### src/verilog/gb_params.svh
`ifndef GB_PARAMS_SVH
`define GB_PARAMS_SVH

// Timing of one peripheral bus strobe.
`define GB_CLK_PERIOD_NS 20
`define GB_STROBE_MIN_NS 80
`define GB_STROBE_CYCLES ((`GB_STROBE_MIN_NS + `GB_CLK_PERIOD_NS - 1) / `GB_CLK_PERIOD_NS)
`define GB_CNT_W 3

// Code buffer shape.
`define GB_FIFO_DEPTH 8
`define GB_FIFO_WIDTH 32

// Pin levels and reset values.
`define GB_SEL_NONE 4'hF
`define GB_SEL_ONE 4'h1
`define GB_ADDR_ZERO 3'h0
`define GB_BYTE_ZERO 8'h00
`define GB_IRQ_ZERO 2'h0

`endif

### src/verilog/gb_pkg.sv
package gb_pkg;

  typedef enum logic [1:0] {
    ST_IDLE = 2'b00,
    ST_SETUP = 2'b01,
    ST_STROBE = 2'b10,
    ST_HOLD = 2'b11
  } gb_state_t;

  typedef struct packed {
    logic [3:0] sel_n;
    logic [2:0] addr;
    logic rd_n;
    logic wr_n;
    logic [7:0] dout;
    logic doe;
  } periph_pins_t;

  typedef struct packed {
    logic write;
    logic [1:0] dev;
    logic [2:0] addr;
    logic [7:0] wdata;
  } host_acc_t;

endpackage

### src/verilog/code_fifo.sv
`include "gb_params.svh"

module code_fifo #(
  parameter int unsigned WIDTH = `GB_FIFO_WIDTH,
  parameter int unsigned DEPTH = `GB_FIFO_DEPTH
) (
  // Clock and reset
  input wire logic i_clk,
  input wire logic i_reset,
  input wire logic i_clear,
  // Fill side
  input wire logic i_valid,
  input wire logic [WIDTH-1:0] i_data,
  output logic o_ready,
  // Drain side
  output logic o_valid,
  output logic [WIDTH-1:0] o_data,
  input wire logic i_ready
);
  localparam int unsigned AW = $clog2(DEPTH);
  localparam logic [AW:0] FULL_CNT = (AW + 1)'(DEPTH);
  localparam logic [AW-1:0] LAST_IDX = AW'(DEPTH - 1);

  logic [WIDTH-1:0] mem_q [DEPTH];
  logic [AW-1:0] wr_q, wr_d, rd_q, rd_d;
  logic [AW:0] cnt_q, cnt_d;
  // Room is kept as its own flip-flop so the fill-side ready needs no gate after the register.
  logic room_q, room_d, empty_q, empty_d;
  logic push, pop;

  function automatic logic [AW-1:0] next_ptr(input logic [AW-1:0] p);
    next_ptr = (p == LAST_IDX) ? '0 : p + 1'b1;
  endfunction

  always_comb begin
    push = i_valid && room_q;
    pop = i_ready && !empty_q;
    wr_d = push ? next_ptr(wr_q) : wr_q;
    rd_d = pop ? next_ptr(rd_q) : rd_q;
    cnt_d = cnt_q + (AW + 1)'(push) - (AW + 1)'(pop);
    if (i_clear) begin
      wr_d = '0;
      rd_d = '0;
      cnt_d = '0;
    end
    room_d = (cnt_d != FULL_CNT);
    empty_d = (cnt_d == '0);
  end

  always_ff @(posedge i_clk or posedge i_reset) begin
    if (i_reset) begin
      wr_q <= '0;
      rd_q <= '0;
      cnt_q <= '0;
      room_q <= 1'b1;
      empty_q <= 1'b1;
    end else begin
      wr_q <= wr_d;
      rd_q <= rd_d;
      cnt_q <= cnt_d;
      room_q <= room_d;
      empty_q <= empty_d;
    end
  end

  // The storage itself needs no reset; only words marked valid are read.
  always_ff @(posedge i_clk) begin
    if (push && !i_clear) begin
      mem_q[wr_q] <= i_data;
    end
  end

  assign o_ready = room_q;
  assign o_valid = !empty_q;
  assign o_data = mem_q[rd_q];
endmodule

### src/verilog/guest_bus_master_port.sv
// What this block does
// [RULE1] Four separate active-low select outputs, one per attached peripheral.
// [RULE2] Three address lines pick a register inside the selected peripheral.
// [RULE3] Eight-bit data lines driven on writes and released on reads.
// [RULE4] Separate read and write strobes, each low for the whole access; here each is low four clocks (80 ns) plus any wait, not in setup or hold.
// [RULE5] Streamed code writes pause while the ready input is low.
// [RULE6] A low wait input keeps the current cycle open until it rises.
// [RULE7] Two peripheral interrupt inputs are caught on rising edges only.
// [RULE8] A dedicated channel moves memory data to one peripheral.
// [RULE9] Streamed data passes an eight-word by 32-bit buffer.
// [RULE10] Host reset low floats all outputs; its release restarts from power-on state (the last read data is kept).
// [RULE11] The system holds host reset low for at least three clocks.
// [RULE12] Host interrupt is an open-drain low held while a request persists.
// [RULE13] Writing one clears or sets a status bit; writing zero changes nothing.
// [RULE14] Host accesses become peripheral read or write cycles to the addressed device.
// [RULE15] Streaming is the main task; host accesses may slip between its transfers.
// [RULE16] At most one select per cycle; address and data stable under strobe.
`include "gb_params.svh"

module guest_bus_master_port #(
  parameter int unsigned FIFO_WIDTH = `GB_FIFO_WIDTH,
  parameter int unsigned FIFO_DEPTH = `GB_FIFO_DEPTH
) (
  // Clock and reset
  input wire logic i_sys_clk,
  input wire logic i_reset,
  input wire logic i_host_reset_n,
  // Host single accesses
  input wire logic i_acc_req,
  input wire gb_pkg::host_acc_t i_acc,
  output logic o_acc_ack,
  output logic [7:0] o_acc_rdata,
  // Code stream
  input wire logic i_dma_en,
  input wire logic [1:0] i_dma_dev,
  input wire logic [2:0] i_dma_addr,
  input wire logic i_dma_valid,
  input wire logic [FIFO_WIDTH-1:0] i_dma_word,
  output logic o_dma_ready,
  // Interrupt status
  input wire logic [1:0] i_irq_clear,
  input wire logic [1:0] i_irq_set,
  output logic [1:0] o_irq_status,
  output logic o_host_irq_out,
  output logic o_host_irq_oe,
  // Peripheral bus pins
  output gb_pkg::periph_pins_t o_periph,
  output logic o_pins_oe,
  input wire logic [7:0] i_periph_data,
  input wire logic i_periph_ready,
  input wire logic i_periph_wait_n,
  input wire logic [1:0] i_periph_irq
);
  import gb_pkg::*;

  localparam int unsigned BYTES = FIFO_WIDTH / 8;
  localparam int unsigned BW = (BYTES > 1) ? $clog2(BYTES) : 1;
  localparam logic [BW-1:0] BYTE_LAST = BW'(BYTES - 1);
  localparam logic [`GB_CNT_W-1:0] STROBE_LAST = `GB_CNT_W'(`GB_STROBE_CYCLES - 1);
  localparam periph_pins_t PINS_IDLE = '{`GB_SEL_NONE, `GB_ADDR_ZERO, 1'b1, 1'b1, `GB_BYTE_ZERO, 1'b0};

  // Two-stage synchronisers for every pin input.
  logic [12:0] sync1_q, sync2_q;
  logic host_on, ready_s, wait_n_s;
  logic [1:0] irq_s;
  logic [7:0] data_s;

  always_ff @(posedge i_sys_clk or posedge i_reset) begin
    if (i_reset) begin
      sync1_q <= {1'b0, 1'b0, 1'b1, `GB_IRQ_ZERO, `GB_BYTE_ZERO};
      sync2_q <= {1'b0, 1'b0, 1'b1, `GB_IRQ_ZERO, `GB_BYTE_ZERO};
    end else begin
      sync1_q <= {i_host_reset_n, i_periph_ready, i_periph_wait_n, i_periph_irq, i_periph_data};
      sync2_q <= sync1_q;
    end
  end

  assign {host_on, ready_s, wait_n_s, irq_s, data_s} = sync2_q;

  // Code buffer.
  logic fifo_valid, fifo_pop;
  logic [FIFO_WIDTH-1:0] fifo_word;

  code_fifo #(.WIDTH(FIFO_WIDTH), .DEPTH(FIFO_DEPTH)) u_code_fifo ( // [RULE9]
    .i_clk(i_sys_clk),
    .i_reset(i_reset),
    .i_clear(!host_on),
    .i_valid(i_dma_valid),
    .i_data(i_dma_word),
    .o_ready(o_dma_ready),
    .o_valid(fifo_valid),
    .o_data(fifo_word),
    .i_ready(fifo_pop)
  );

  function automatic logic [7:0] pick_byte(input logic [FIFO_WIDTH-1:0] w, input logic [BW-1:0] i);
    pick_byte = w[i*8 +: 8];
  endfunction

  function automatic logic [3:0] one_sel(input logic [1:0] dev);
    one_sel = ~(`GB_SEL_ONE << dev);
  endfunction

  // Bus cycle engine.
  gb_state_t state_q, state_d;
  logic [`GB_CNT_W-1:0] cnt_q, cnt_d;
  periph_pins_t pins_q, pins_d;
  logic is_dma_q, is_dma_d, is_read_q, is_read_d, ack_q, ack_d;
  logic [BW-1:0] bidx_q, bidx_d;
  logic [7:0] rdata_q, rdata_d;

  always_comb begin
    state_d = state_q;
    cnt_d = cnt_q;
    pins_d = pins_q;
    is_dma_d = is_dma_q;
    is_read_d = is_read_q;
    bidx_d = bidx_q;
    rdata_d = rdata_q;
    ack_d = 1'b0;
    fifo_pop = 1'b0;
    case (state_q)
      ST_IDLE: begin
        if (i_acc_req && !ack_q) begin // [RULE14] [RULE15]
          pins_d.sel_n = one_sel(i_acc.dev); // [RULE1]
          pins_d.addr = i_acc.addr; // [RULE2]
          pins_d.dout = i_acc.wdata;
          pins_d.doe = i_acc.write; // [RULE3]
          is_read_d = !i_acc.write;
          is_dma_d = 1'b0;
          state_d = ST_SETUP;
        end else if (i_dma_en && fifo_valid && ready_s) begin // [RULE5] [RULE8]
          pins_d.sel_n = one_sel(i_dma_dev); // [RULE1]
          pins_d.addr = i_dma_addr;
          pins_d.dout = pick_byte(fifo_word, bidx_q);
          pins_d.doe = 1'b1;
          is_read_d = 1'b0;
          is_dma_d = 1'b1;
          state_d = ST_SETUP;
        end
      end
      ST_SETUP: begin
        pins_d.rd_n = !is_read_q; // [RULE4]
        pins_d.wr_n = is_read_q;
        cnt_d = STROBE_LAST;
        state_d = ST_STROBE;
      end
      ST_STROBE: begin
        if (cnt_q != '0) begin
          cnt_d = cnt_q - 1'b1;
        end else if (wait_n_s) begin // [RULE6]
          pins_d.rd_n = 1'b1;
          pins_d.wr_n = 1'b1;
          if (is_read_q) begin
            rdata_d = data_s;
          end
          state_d = ST_HOLD;
        end
      end
      ST_HOLD: begin
        pins_d = PINS_IDLE; // [RULE16]
        state_d = ST_IDLE;
        if (is_dma_q) begin
          bidx_d = (bidx_q == BYTE_LAST) ? '0 : bidx_q + 1'b1;
          fifo_pop = (bidx_q == BYTE_LAST);
        end else begin
          ack_d = 1'b1;
        end
      end
      default: state_d = ST_IDLE;
    endcase
    // Holding here while the host reset is low gives the power-on state at release, except for the last read data in rdata_q.
    if (!host_on) begin // [RULE10]
      state_d = ST_IDLE;
      pins_d = PINS_IDLE;
      bidx_d = '0;
      ack_d = 1'b0;
    end
  end

  always_ff @(posedge i_sys_clk or posedge i_reset) begin
    if (i_reset) begin
      state_q <= ST_IDLE;
      cnt_q <= '0;
      pins_q <= PINS_IDLE;
      is_dma_q <= 1'b0;
      is_read_q <= 1'b0;
      bidx_q <= '0;
      rdata_q <= `GB_BYTE_ZERO;
      ack_q <= 1'b0;
    end else begin
      state_q <= state_d;
      cnt_q <= cnt_d;
      pins_q <= pins_d;
      is_dma_q <= is_dma_d;
      is_read_q <= is_read_d;
      bidx_q <= bidx_d;
      rdata_q <= rdata_d;
      ack_q <= ack_d;
    end
  end

  // Interrupt edges and status.
  logic [1:0] irq_prev_q, irq_prev_d, status_q, status_d, irq_rise;
  logic irq_oe_q, irq_oe_d, pins_oe_q, pins_oe_d;

  always_comb begin
    irq_rise = irq_s & ~irq_prev_q; // [RULE7]
    irq_prev_d = irq_s;
    // A new edge or a set wins over a clear in the same cycle.
    status_d = (status_q & ~i_irq_clear) | i_irq_set | irq_rise; // [RULE13]
    if (!host_on) begin
      status_d = `GB_IRQ_ZERO;
    end
    irq_oe_d = |status_d; // [RULE12]
    pins_oe_d = host_on; // [RULE10]
  end

  always_ff @(posedge i_sys_clk or posedge i_reset) begin
    if (i_reset) begin
      irq_prev_q <= `GB_IRQ_ZERO;
      status_q <= `GB_IRQ_ZERO;
      irq_oe_q <= 1'b0;
      pins_oe_q <= 1'b0;
    end else begin
      irq_prev_q <= irq_prev_d;
      status_q <= status_d;
      irq_oe_q <= irq_oe_d;
      pins_oe_q <= pins_oe_d;
    end
  end

  assign o_periph = pins_q;
  assign o_pins_oe = pins_oe_q;
  assign o_acc_ack = ack_q;
  assign o_acc_rdata = rdata_q;
  assign o_irq_status = status_q;
  assign o_host_irq_out = 1'b0;
  assign o_host_irq_oe = irq_oe_q;
endmodule

### config.mk
export PLATFORM = sky130hd
export DESIGN_NAME = guest_bus_master_port
export DESIGN_NICKNAME = d
export VERILOG_FILES = /design/src/verilog/gb_pkg.sv /design/src/verilog/code_fifo.sv /design/src/verilog/guest_bus_master_port.sv
export VERILOG_INCLUDE_DIRS = /design/src /design/src/verilog
export SDC_FILE = /design/constraint.sdc
export NUM_CORES = 1
export LEC_CHECK = 0
export BUFFER_PORTS_ARGS = -buffer_cell sky130_fd_sc_hd__buf_2
export CORE_ASPECT_RATIO = 0.8
export CORE_MARGIN = 4
export CORE_UTILIZATION = 55
export CTS_CLUSTER_SIZE = 25
export DETAILED_ROUTE_END_ITERATION = 6
export PLACE_DENSITY_LB_ADDON = 0.08
export SLEW_MARGIN = 20
export SYNTH_ARGS = -nofsm -noshare
export SYNTH_HDL_FRONTEND = slang
export SYNTH_HIERARCHICAL = 1
export SYNTH_SLANG_ARGS = --single-unit
### constraint.sdc
create_clock -name i_sys_clk -period 4.29 [get_ports i_sys_clk]
set_clock_uncertainty 0.05 [all_clocks]
set_input_delay 0.2145 -clock i_sys_clk [delete_from_list [all_inputs] [get_ports i_sys_clk]]
set_output_delay 0.2145 -clock i_sys_clk [all_outputs]
set_load 0.02 [all_outputs]
* Yosys cells after proc, flatten, opt, wreduce, memory -nomap -nowiden
Memory sizes are Yosys's and may differ from the RTL's.
Cells that the tools add are included.
** Storage, ports and cells
- Bits in writable memories :: 256
- Output and inout bits :: 33
- Logic and storage cells :: 122
- Memories kept :: 1
- Input bits :: 73
- Bits in registers :: 80
** Operators by class
- Eq/ne operators :: 17
- Add/subtract/negate cells :: 6
- Shift operators :: 3
- Multiplexer cells :: 39
- Reduce and logical (&&, ||, !) cells :: 23
- Bitwise operators :: 9
** Memory list
- u_code_fifo.mem_q :: words 8, bits a word 32, rd ports 1, clocked after Yosys merged registers in 0, write ports 1, line code_fifo.sv:24 : logic [WIDTH-1:0] mem_q [DEPTH];
** Operators by type and width (count)
- $shiftx A32 B6 Y8 :: 1
- $mux W3 :: 7
- $mux W2 :: 10
- $mux W18 :: 1
- $mux W9 :: 2
- $pmux W9 S2 :: 1
- $mux W7 :: 2
- $pmux W7 S2 :: 1
- $mux W1 :: 11
- $ne A2 B1 Y1 const B :: 4
- $ne A4 B4 Y1 const B :: 2
- $not A4 Y4 :: 2
- $pmux W2 S4 :: 1
- $reduce_and A2 Y1 :: 4
- $shl A1 B2 Y4 const A :: 2
- $add A3 B1 Y3 const B :: 2
- $eq A2 B2 Y1 const B :: 3
- $eq A3 B3 Y1 const B :: 2
- $logic_and A1 B1 Y1 :: 6
- $ne A3 B3 Y1 const B :: 2
- $pmux W2 S3 :: 1
- $pmux W3 S2 :: 1
- $reduce_and A3 Y1 :: 2
- $add A4 B1 Y4 :: 1
- 19 further kinds :: 26

* Depth between registers and ports, before layout
Gate-level depths: netlist (run 1).
- Word-level depth :: 7
- Gate-level depth with buffers :: 11
- Mapped depth without buffers :: 10

* By module
The synthesis (run 1) kept the hierarchy.
** By module, submodules not included
- code_fifo :: instances 1, cells each 445, seq. area each 7990.2 sq um, area an instance 10316.1 sq um
- guest_bus_master_port :: instances 1, cells each 238, seq. area each 1711.6 sq um, area an instance 2899.0 sq um

* Worst setup path after synthesis (run 1)
OpenSTA, ideal clock, no wires.
- Path type :: reg-to-reg
- Start point :: register u_code_fifo.room_q, in the netlist u_code_fifo/o_ready
- End point :: memory u_code_fifo/mem_q[0][0] in the netlist's numbering, enable pin
- Path slack :: 450 ps
- Buffers on the path :: 0
- Data arrival time :: 3329 ps
- Data required time :: 3779 ps
- Library setup time :: 461 ps
- Clock period less this slack :: 3840 ps
- Stages on the path, launching flop included :: 4
- Cells stage by stage :: dfstp_2 nand2_1 or3_1 nor3_1
** Between the ends
- Cells in the longest elaborated chain, start to end :: 4
** Ends and longest elaborated chain
- start, declared :: line code_fifo.sv:28 : logic room_q, room_d, empty_q, empty_d;
- start signal, assigned :: line code_fifo.sv:61 : room_q <= room_d;
- $logic_and A1 B1 Y1 :: line code_fifo.sv:36 : push = i_valid && room_q;
- $logic_and A1 B1 Y1 :: line code_fifo.sv:68 : if (push && !i_clear) begin
- $mux W1 :: line code_fifo.sv:68
- $mux W1 (not written as such) :: line code_fifo.sv:69 : mem_q[wr_q] <= i_data;
- end, declared :: line code_fifo.sv:24
No other way between the ends.

* Final worst setup path (run 1)
- Start point :: register u_code_fifo.rd_q[0]
- End point :: register pins_q, in the netlist o_periph[6]
** Between the ends
- Cells in the longest elaborated chain, start to end :: 6
** Ends and longest elaborated chain
- start, declared :: line code_fifo.sv:25 : logic [AW-1:0] wr_q, wr_d, rd_q, rd_d;
- start signal, assigned :: line code_fifo.sv:59 : rd_q <= rd_d;
- $mem_v2 Z8 W32
- named net fifo_word[29] :: line guest_bus_master_port.sv:82 : logic [FIFO_WIDTH-1:0] fifo_word;
- $shiftx A32 B6 Y8 :: line guest_bus_master_port.sv:97 : pick_byte = w[i*8 +: 8];
- $mux W9 :: line guest_bus_master_port.sv:132 : end else if (i_dma_en && fifo_valid && ready_s) begin
- $mux W9 :: line guest_bus_master_port.sv:124 : if (i_acc_req && !ack_q) begin
- $pmux W9 S2 :: line guest_bus_master_port.sv:122 : case (state_q)
- $mux W18 :: line guest_bus_master_port.sv:173 : if (!host_on) begin
- end signal, assigned :: line guest_bus_master_port.sv:194 : pins_q <= pins_d;
- end, declared :: line guest_bus_master_port.sv:107 : periph_pins_t pins_q, pins_d;
The timed path passes the listed nets, and every way through them passes these cells. The select of a mux whose other input is x is not followed.
A chain may end at the register's enable or synchronous reset.

==> results of run 1 <==
==> timing repair <==
| item | CTS | global route |
|---|---|---|
| setup buffers | 0 | 0 |
| resized for setup | 0 | 0 |
| hold buffers | 49 | 0 |
| hold endpoints to repair | 302 | 0 |
==> state kept, by name (all words and copies together), names as in the netlist <==
name	count
u_code_fifo/mem_q	256
o_periph	18
sync1_q	13
sync2_q	13
o_acc_rdata	8
u_code_fifo/cnt_q	4
cnt_q	3
u_code_fifo/rd_q	3
u_code_fifo/wr_q	3
bidx_q	2
irq_prev_q	2
o_irq_status	2
state_q	2
is_dma_q	1
is_read_q	1
o_acc_ack	1
o_host_irq_oe	1
o_pins_oe	1
u_code_fifo/empty_q	1
u_code_fifo/o_ready	1
==> logic make-up (layout without fill, tap and decap cells) <==
group                      after synthesis  in the layout  synth area share (%)
buffers and inverters                   48            252                  1.97
other                                    1              2                0.0284
adders and majority gates               16             16                  1.57
DFF                                    336            336                  73.4
muxes                                  127            127                  16.1
and+or+nand+nor                         96             96                  3.54
AOI/OAI and AO/OA                       55             55                  3.15
xor gates and xnor gates                 4              4                 0.265
==> synth_stat cells, drive strengths merged, types with 4 or more instances <==
library cell,count,area [um^2]
ha,15,188
dfstp,10,263
nand3b,4,30.0
dfrtp,70,1750
mux2i,23,230
a32o,8,80.1
buf,18,144
mux4,64,1440
nand3,7,35.0
nand2b,4,27.5
o31ai,7,52.6
mux2,40,450
a21oi,17,85.1
nor2,40,163
clkbuf,12,48.8
nand2,22,82.6
a31oi,10,68.8
inv,17,63.8
nor3,4,20.0
nor2b,6,40.0
edfxtp,256,7690
==> layout make-up <==
cell class                      instances  share of cell area [%]
Sequential cell                       336                    61.7
Multi-Input combinational cell        299                    21.0
Timing Repair Buffer                  173                    7.38
Clock buffer                           39                    5.73
Tap cell                              312                    2.48
Clock inverter                         22                    1.26
Inverter                               18                   0.429
Antenna cell                            1                  0.0159
==> routing by layer <==
layer | wire, um | vias up
met1 | 11800 | 3625
met5 | 0 | -
met2 | 13900 | 206
met3 | 1430 | 49
li1 | - | 3062
met4 | 567 | 0
==> metrics by stage <==
stage	area [um^2]	hold WS, ns	setup slack (ns)	power [mW]
3_5_place_dp	14100	0.228	1.37	4.71
5_1_grt	15700	0.0446	1.20	7.87
6_report	15700	0.0236	1.41	7.55
2_1_floorplan	13200	0.0278	0.450	4.41
3_3_place_gp	14100	0.204	1.42	4.67
4_1_cts	15700	0.00524	1.35	7.62
==> worst min-delay path, cell delays in order <==
cell and delay (ns):
buf_2 0.09, inv_1 0.04, a221oi_1 0.09, nor2_1 0.09
==> power groups by stage <==
stage	registers, mW	logic (mW)	clock network (mW)
finish	3.82	0.857	2.87
global route	3.84	0.934	3.09
CTS	3.82	0.862	2.93
detailed placement	3.89	0.822	0
global placement	3.88	0.796	0
floorplan	3.93	0.478	0
==> worst min path at each step <==
stage                     cells after the start              endpoint
after floorplan                               1  u_code_fifo/cnt_q[0]
after global placement                        2   u_code_fifo/rd_q[0]
after detailed placement                      2   u_code_fifo/rd_q[0]
after CTS                                     4       o_irq_status[0]
after global routing                          3          o_periph[11]
final                                         4       o_irq_status[0]
==> results.py, run 1 <==
metrics = {
    "status": {
        "outcome": "finished clean",
    },
    "power_and_ir_drop": {
        "leakagePower_nw": 5.61,
        "switching_share_pct": 23.9,
        "p_per_area_nw_per_um2": 480,
        "power_frac_clock_pct": 38.0,
        "p_seq_share_pct": 50.6,
        "power.switching_mw": 1.81,
        "internal_power_mw": 5.75,
        "vdd_drop_max_uv": 332,
        "pwr-share-comb_pct": 11.4,
    },
    "yosys": {
        "ys_async_sr_fraction_pct": 23.8,
        "synthCells": 683,
        "yosysUniqueCellTypes": 52,
        "synth-seq-area-share_pct": 73.4,
        "synth_seq_cells": 336,
        "avgSynthCellArea_um2": 19.3,
        "ys.flop_type": "edfxtp_1",
        "ys_warn_count": 6,
        "syn_nets": 772,
        "syn_area_um2": 13200,
        "synth-edff-count": 256,
    },
    "drt": {
        "first_iter_violations": 470,
        "drt-pass1-iter-count": 5,
        "vias_per_cell": 5.79,
        "wl_per_cell_um": 23.1,
        "wl_um": 27700,
        "drtAntennaViolNets": 0,
        "vias": 6942,
        "drc_errors": 0,
    },
    "sta": {
        "tns_ns": 0,
        "worst_pin_slew_ns": 1.01,
        "max_freq_mhz": 347,
        "period_minus_slack_ns": 2.88,
        "slew_viol_final": 0,
        "slew-limit-headroom_pct": 32.3,
        "fin_crit_sh_pct": 67.2,
        "hold_violations": 0,
        "setup_violations": 0,
        "rsz0062_at_grt": "false",
    },
    "cells_and_area": {
        "nets": 951,
        "layout-drive-gt1-share_pct": 35.3,
        "ff_latch_area_um2": 9710,
        "final_cell_mix": "256 x edfxtp_1, 104 x buf_2, 68 x dfrtp_1",
        "multi_input_area_um2": 3310,
        "area_growth_syn_to_layout_pct": 19.1,
        "fin_util_pct": 66.9,
        "final_common_cell": "edfxtp_1",
        "instances_no_fill": 1200,
        "nFillCells": 1607,
    },
    "placement": {
        "post-dp-hpwl_um": 17400,
        "gp_congestion": 0.794,
        "placed_cells": 1089,
        "io_buffer_count": 104,
    },
    "global_routing": {
        "grt_pass1_vias": 7408,
        "grt_util_met1_pct": 30.0,
        "grt_max_degree": 67,
        "grt_pass1_wl_um": 43200,
        "gr-max-usage-layer": "met2",
        "grt-ovfl-total": 0,
        "grt_antenna_before_repair": 1,
        "use_met3_pct": 3.74,
        "grt_use_met2_pct": 34.9,
        "gr-usage-all-layers_pct": 21.2,
    },
    "critical_path": {
        "timing.rr.start": "u_code_fifo/rd_q[0]",
        "end_kind": "flop",
        "crit_buf_inv": 1,
        "ff2ff_setup_slack_ns": 1.41,
        "critPathMaxStageDelay_ns": 0.86,
        "path_depth": 6,
        "start_kind": "flop",
        "crit_fanout": 34,
        "arrival_ns": 3.22,
        "ff2ff_path_depth": 6,
        "endpoint": "o_periph[6]",
        "crit_start": "u_code_fifo/rd_q[0]",
        "worstSetupPathType": "flop to flop",
        "crit_chain": "buf_4 -> mux4_2 -> mux2_2 -> mux2i_1 -> a31oi_1 -> a32o_1",
        "r2r_end": "o_periph[6]",
        "cp.required_ns": 4.62,
        "crit_slowest_cell": "dfrtp_4",
        "path_delay_family": "multiplexers",
    },
    "floorplanning": {
        "die_area_um2": 26600,
        "row_count": 50,
        "core_um2": 23500,
        "die_x_um": 181,
        "pin_count": 106,
        "die_h_um": 147,
        "start_util_pct": 56.2,
    },
    "cts": {
        "cts_sinks": 336,
        "htree_num_levels": 2,
        "cts-root-buf": "clkbuf_16",
        "cts_made_buffers": 34,
        "clk_pin_slew_ns": 0.06,
        "clk_latency_ns": 0.50,
        "cts_tree": "built",
        "cts.path.max_buffers": 3,
    },
    "min_path": {
        "hold_class": "input pin to flop",
        "min-delay-start": "i_irq_clear[0]",
    },
    "run": {
        "cap_violations": 0,
    },
}
(Power assumes the default switching activity.)
==> run 2, diff against run 1 <==
==> constraint.sdc (replaced) <==
create_clock -name i_sys_clk -period 2.9 [get_ports i_sys_clk]
set_clock_uncertainty 0.05 [all_clocks]
set_input_delay 0.145 -clock i_sys_clk [delete_from_list [all_inputs] [get_ports i_sys_clk]]
set_output_delay 0.145 -clock i_sys_clk [all_outputs]
set_load 0.02 [all_outputs]
==> results.py, run 2 (same netlist as run 1, synthesis figures left out) <==
metrics = {
    "status": {
        "outcome": "finished clean",
    },
    "cells_and_area": {
        "area_growth_syn_to_layout_pct": 21.6,
        "nets": 971,
        "final_common_cell": "edfxtp_1",
        "layout-drive-gt1-share_pct": 33.6,
        "fin_util_pct": 68.3,
        "n_antenna_cell": 0,
        "nFillCells": 1531,
        "largest_register": "u_code_fifo/mem_q",
        "final_cell_mix": "256 x edfxtp_1, 104 x buf_2, 72 x dlygate4sd3_1",
        "finish.instance_area_um2": 16100,
        "largest_reg_flops": 256,
    },
    "drt": {
        "wl_per_cell_um": 23.1,
        "drt-pass1-iter-count": 5,
        "drtAntennaViolNets": 0,
        "vias_per_cell": 5.74,
        "wl_um": 28200,
        "drc_errors": 0,
        "vias": 6995,
        "first_iter_violations": 590,
    },
    "critical_path": {
        "crit_buf_inv": 1,
        "path_delay_family": "multiplexers",
        "end_kind": "flop",
        "cp.required_ns": 3.31,
        "crit_fanout": 29,
        "worstSetupPathType": "flop to flop",
        "crit_slowest_cell": "dfrtp_4",
        "arrival_ns": 3.10,
        "critPathMaxStageDelay_ns": 0.81,
        "start_kind": "flop",
        "crit_chain": "buf_12 -> mux4_2 -> mux2_2 -> mux2i_1 -> nand2_1 -> a32o_1",
    },
    "sta": {
        "worst_pin_slew_ns": 0.823,
        "rsz0062_at_grt": "false",
        "setup_violations": 0,
        "slew_viol_final": 0,
        "period_minus_slack_ns": 2.68,
        "slew-limit-headroom_pct": 45.1,
        "tns_ns": 0,
        "hold_violations": 0,
        "layout_setup_ws_ns": 0.216,
        "max_freq_mhz": 373,
        "fin_crit_sh_pct": 92.6,
    },
    "floorplanning": {
        "pin_count": 106,
        "die_x_um": 181,
        "start_util_pct": 56.2,
        "core_um2": 23500,
        "row_count": 50,
        "die_h_um": 147,
        "die_area_um2": 26600,
    },
    "placement": {
        "dp_slack_ns": 0.182,
        "dpl_cell_area_um2": 14300,
        "post-dp-hpwl_um": 16400,
        "io_buffer_count": 104,
        "gp_congestion": 0.818,
    },
    "cts": {
        "cts_tree": "built",
        "postCtsSetupRepairBufs": 0,
        "clk_latency_ns": 0.58,
        "cts.path.max_buffers": 3,
        "cts_made_buffers": 31,
        "cts-root-buf": "clkbuf_16",
        "clk_pin_slew_ns": 0.07,
        "htree_num_levels": 1,
        "cts_sinks": 336,
    },
    "power_and_ir_drop": {
        "p_per_area_nw_per_um2": 689,
        "vdd_drop_max_uv": 563,
        "leakagePower_nw": 5.72,
        "power.total_mw": 11.1,
    },
    "global_routing": {
        "gr-usage-all-layers_pct": 21.4,
        "grt_pass1_vias": 7375,
        "grt_antenna_before_repair": 1,
        "grt_pass1_wl_um": 43800,
        "grt-ovfl-total": 0,
        "grt_max_degree": 67,
    },
    "run": {
        "cap_violations": 0,
    },
    "min_path": {
        "hold_class": "input pin to flop",
    },
}
-- run 2: changes by cell type in the layout (fill, tap and decap cells not counted), sizes merged --
cell,previous run,this run
diode,1,0
clkinvlp,5,1
clkbuf,39,45
clkinv,14,10
dlygate4sd3,49,72
bufinv,3,2
-- run 2: timing repair --
item                                    4_1_cts  5_1_grt
endpoints found under the setup margin        0        0
gates resized for setup                       0        0
hold buffers                                 72        0
endpoints found under the hold margin       363        0
-- run 2: through the flow --
stage          hold slack, ns  cells
2_1_floorplan         -0.0417    683
3_5_place_dp         -0.00289   1089
6_report               0.0250   1219
5_1_grt                0.0448   1219
3_3_place_gp          -0.0114   1089
4_1_cts               0.00329   1219
-- run 2: routing by layer --
metal  GRT usage [%]  vias up  share of wire [%]
met1            31.8     3649                 44
met2            34.2      195                 49
met3            3.31       51                5.4
li1                -     3098                  -
met4            5.29        2                2.3
met5               0        -              0.043
-- run 2: final timing paths --
check / start / end / slack, ns / depth (start not counted)
max: u_code_fifo/rd_q[0] / o_periph[6] / 0.22 / 6
min: i_acc[2] / o_periph[3] / 0.02 / 4
max reg2reg: u_code_fifo/rd_q[0] / o_periph[6] / 0.22 / 6
min reg2reg: sync1_q[11] / sync2_q[11] / 0.30 / 0
max in group asynchronous: i_reset / sync1_q[2] / 1.25 / 5
min in group asynchronous: i_reset / u_code_fifo/rd_q[0] / 0.10 / 3
-- run 2: worst reg2reg max path, delay by kind of cell (launching register included) --
family                 cells  cell delay (ns)
muxes                      3             1.06
AOI/OAI and AO/OA          1             0.27
DFF                        1             0.81
buffers and inverters      1             0.27
and+or+nand+nor            1             0.11
-- run 2: power breakdown --
group / leakage, nW / internal [mW] / switching, mW
Sequential: 3.30 / 5.49 / 0.166
Combinational: 1.91 / 0.534 / 0.795
Clock: 0.511 / 2.38 / 1.71
Total: 5.72 / 8.40 / 2.67
-- run 2: area by class of cell --
type,count,area [um^2],share of cell area (%)
sequential,336,9710,60.4
multi-input combinational,299,3320,20.7
timing repair buffer,196,1540,9.59
clock buffer,45,920,5.72
tap,312,390,2.43
clock inverter,13,125,0.779
inverter,18,67.6,0.420
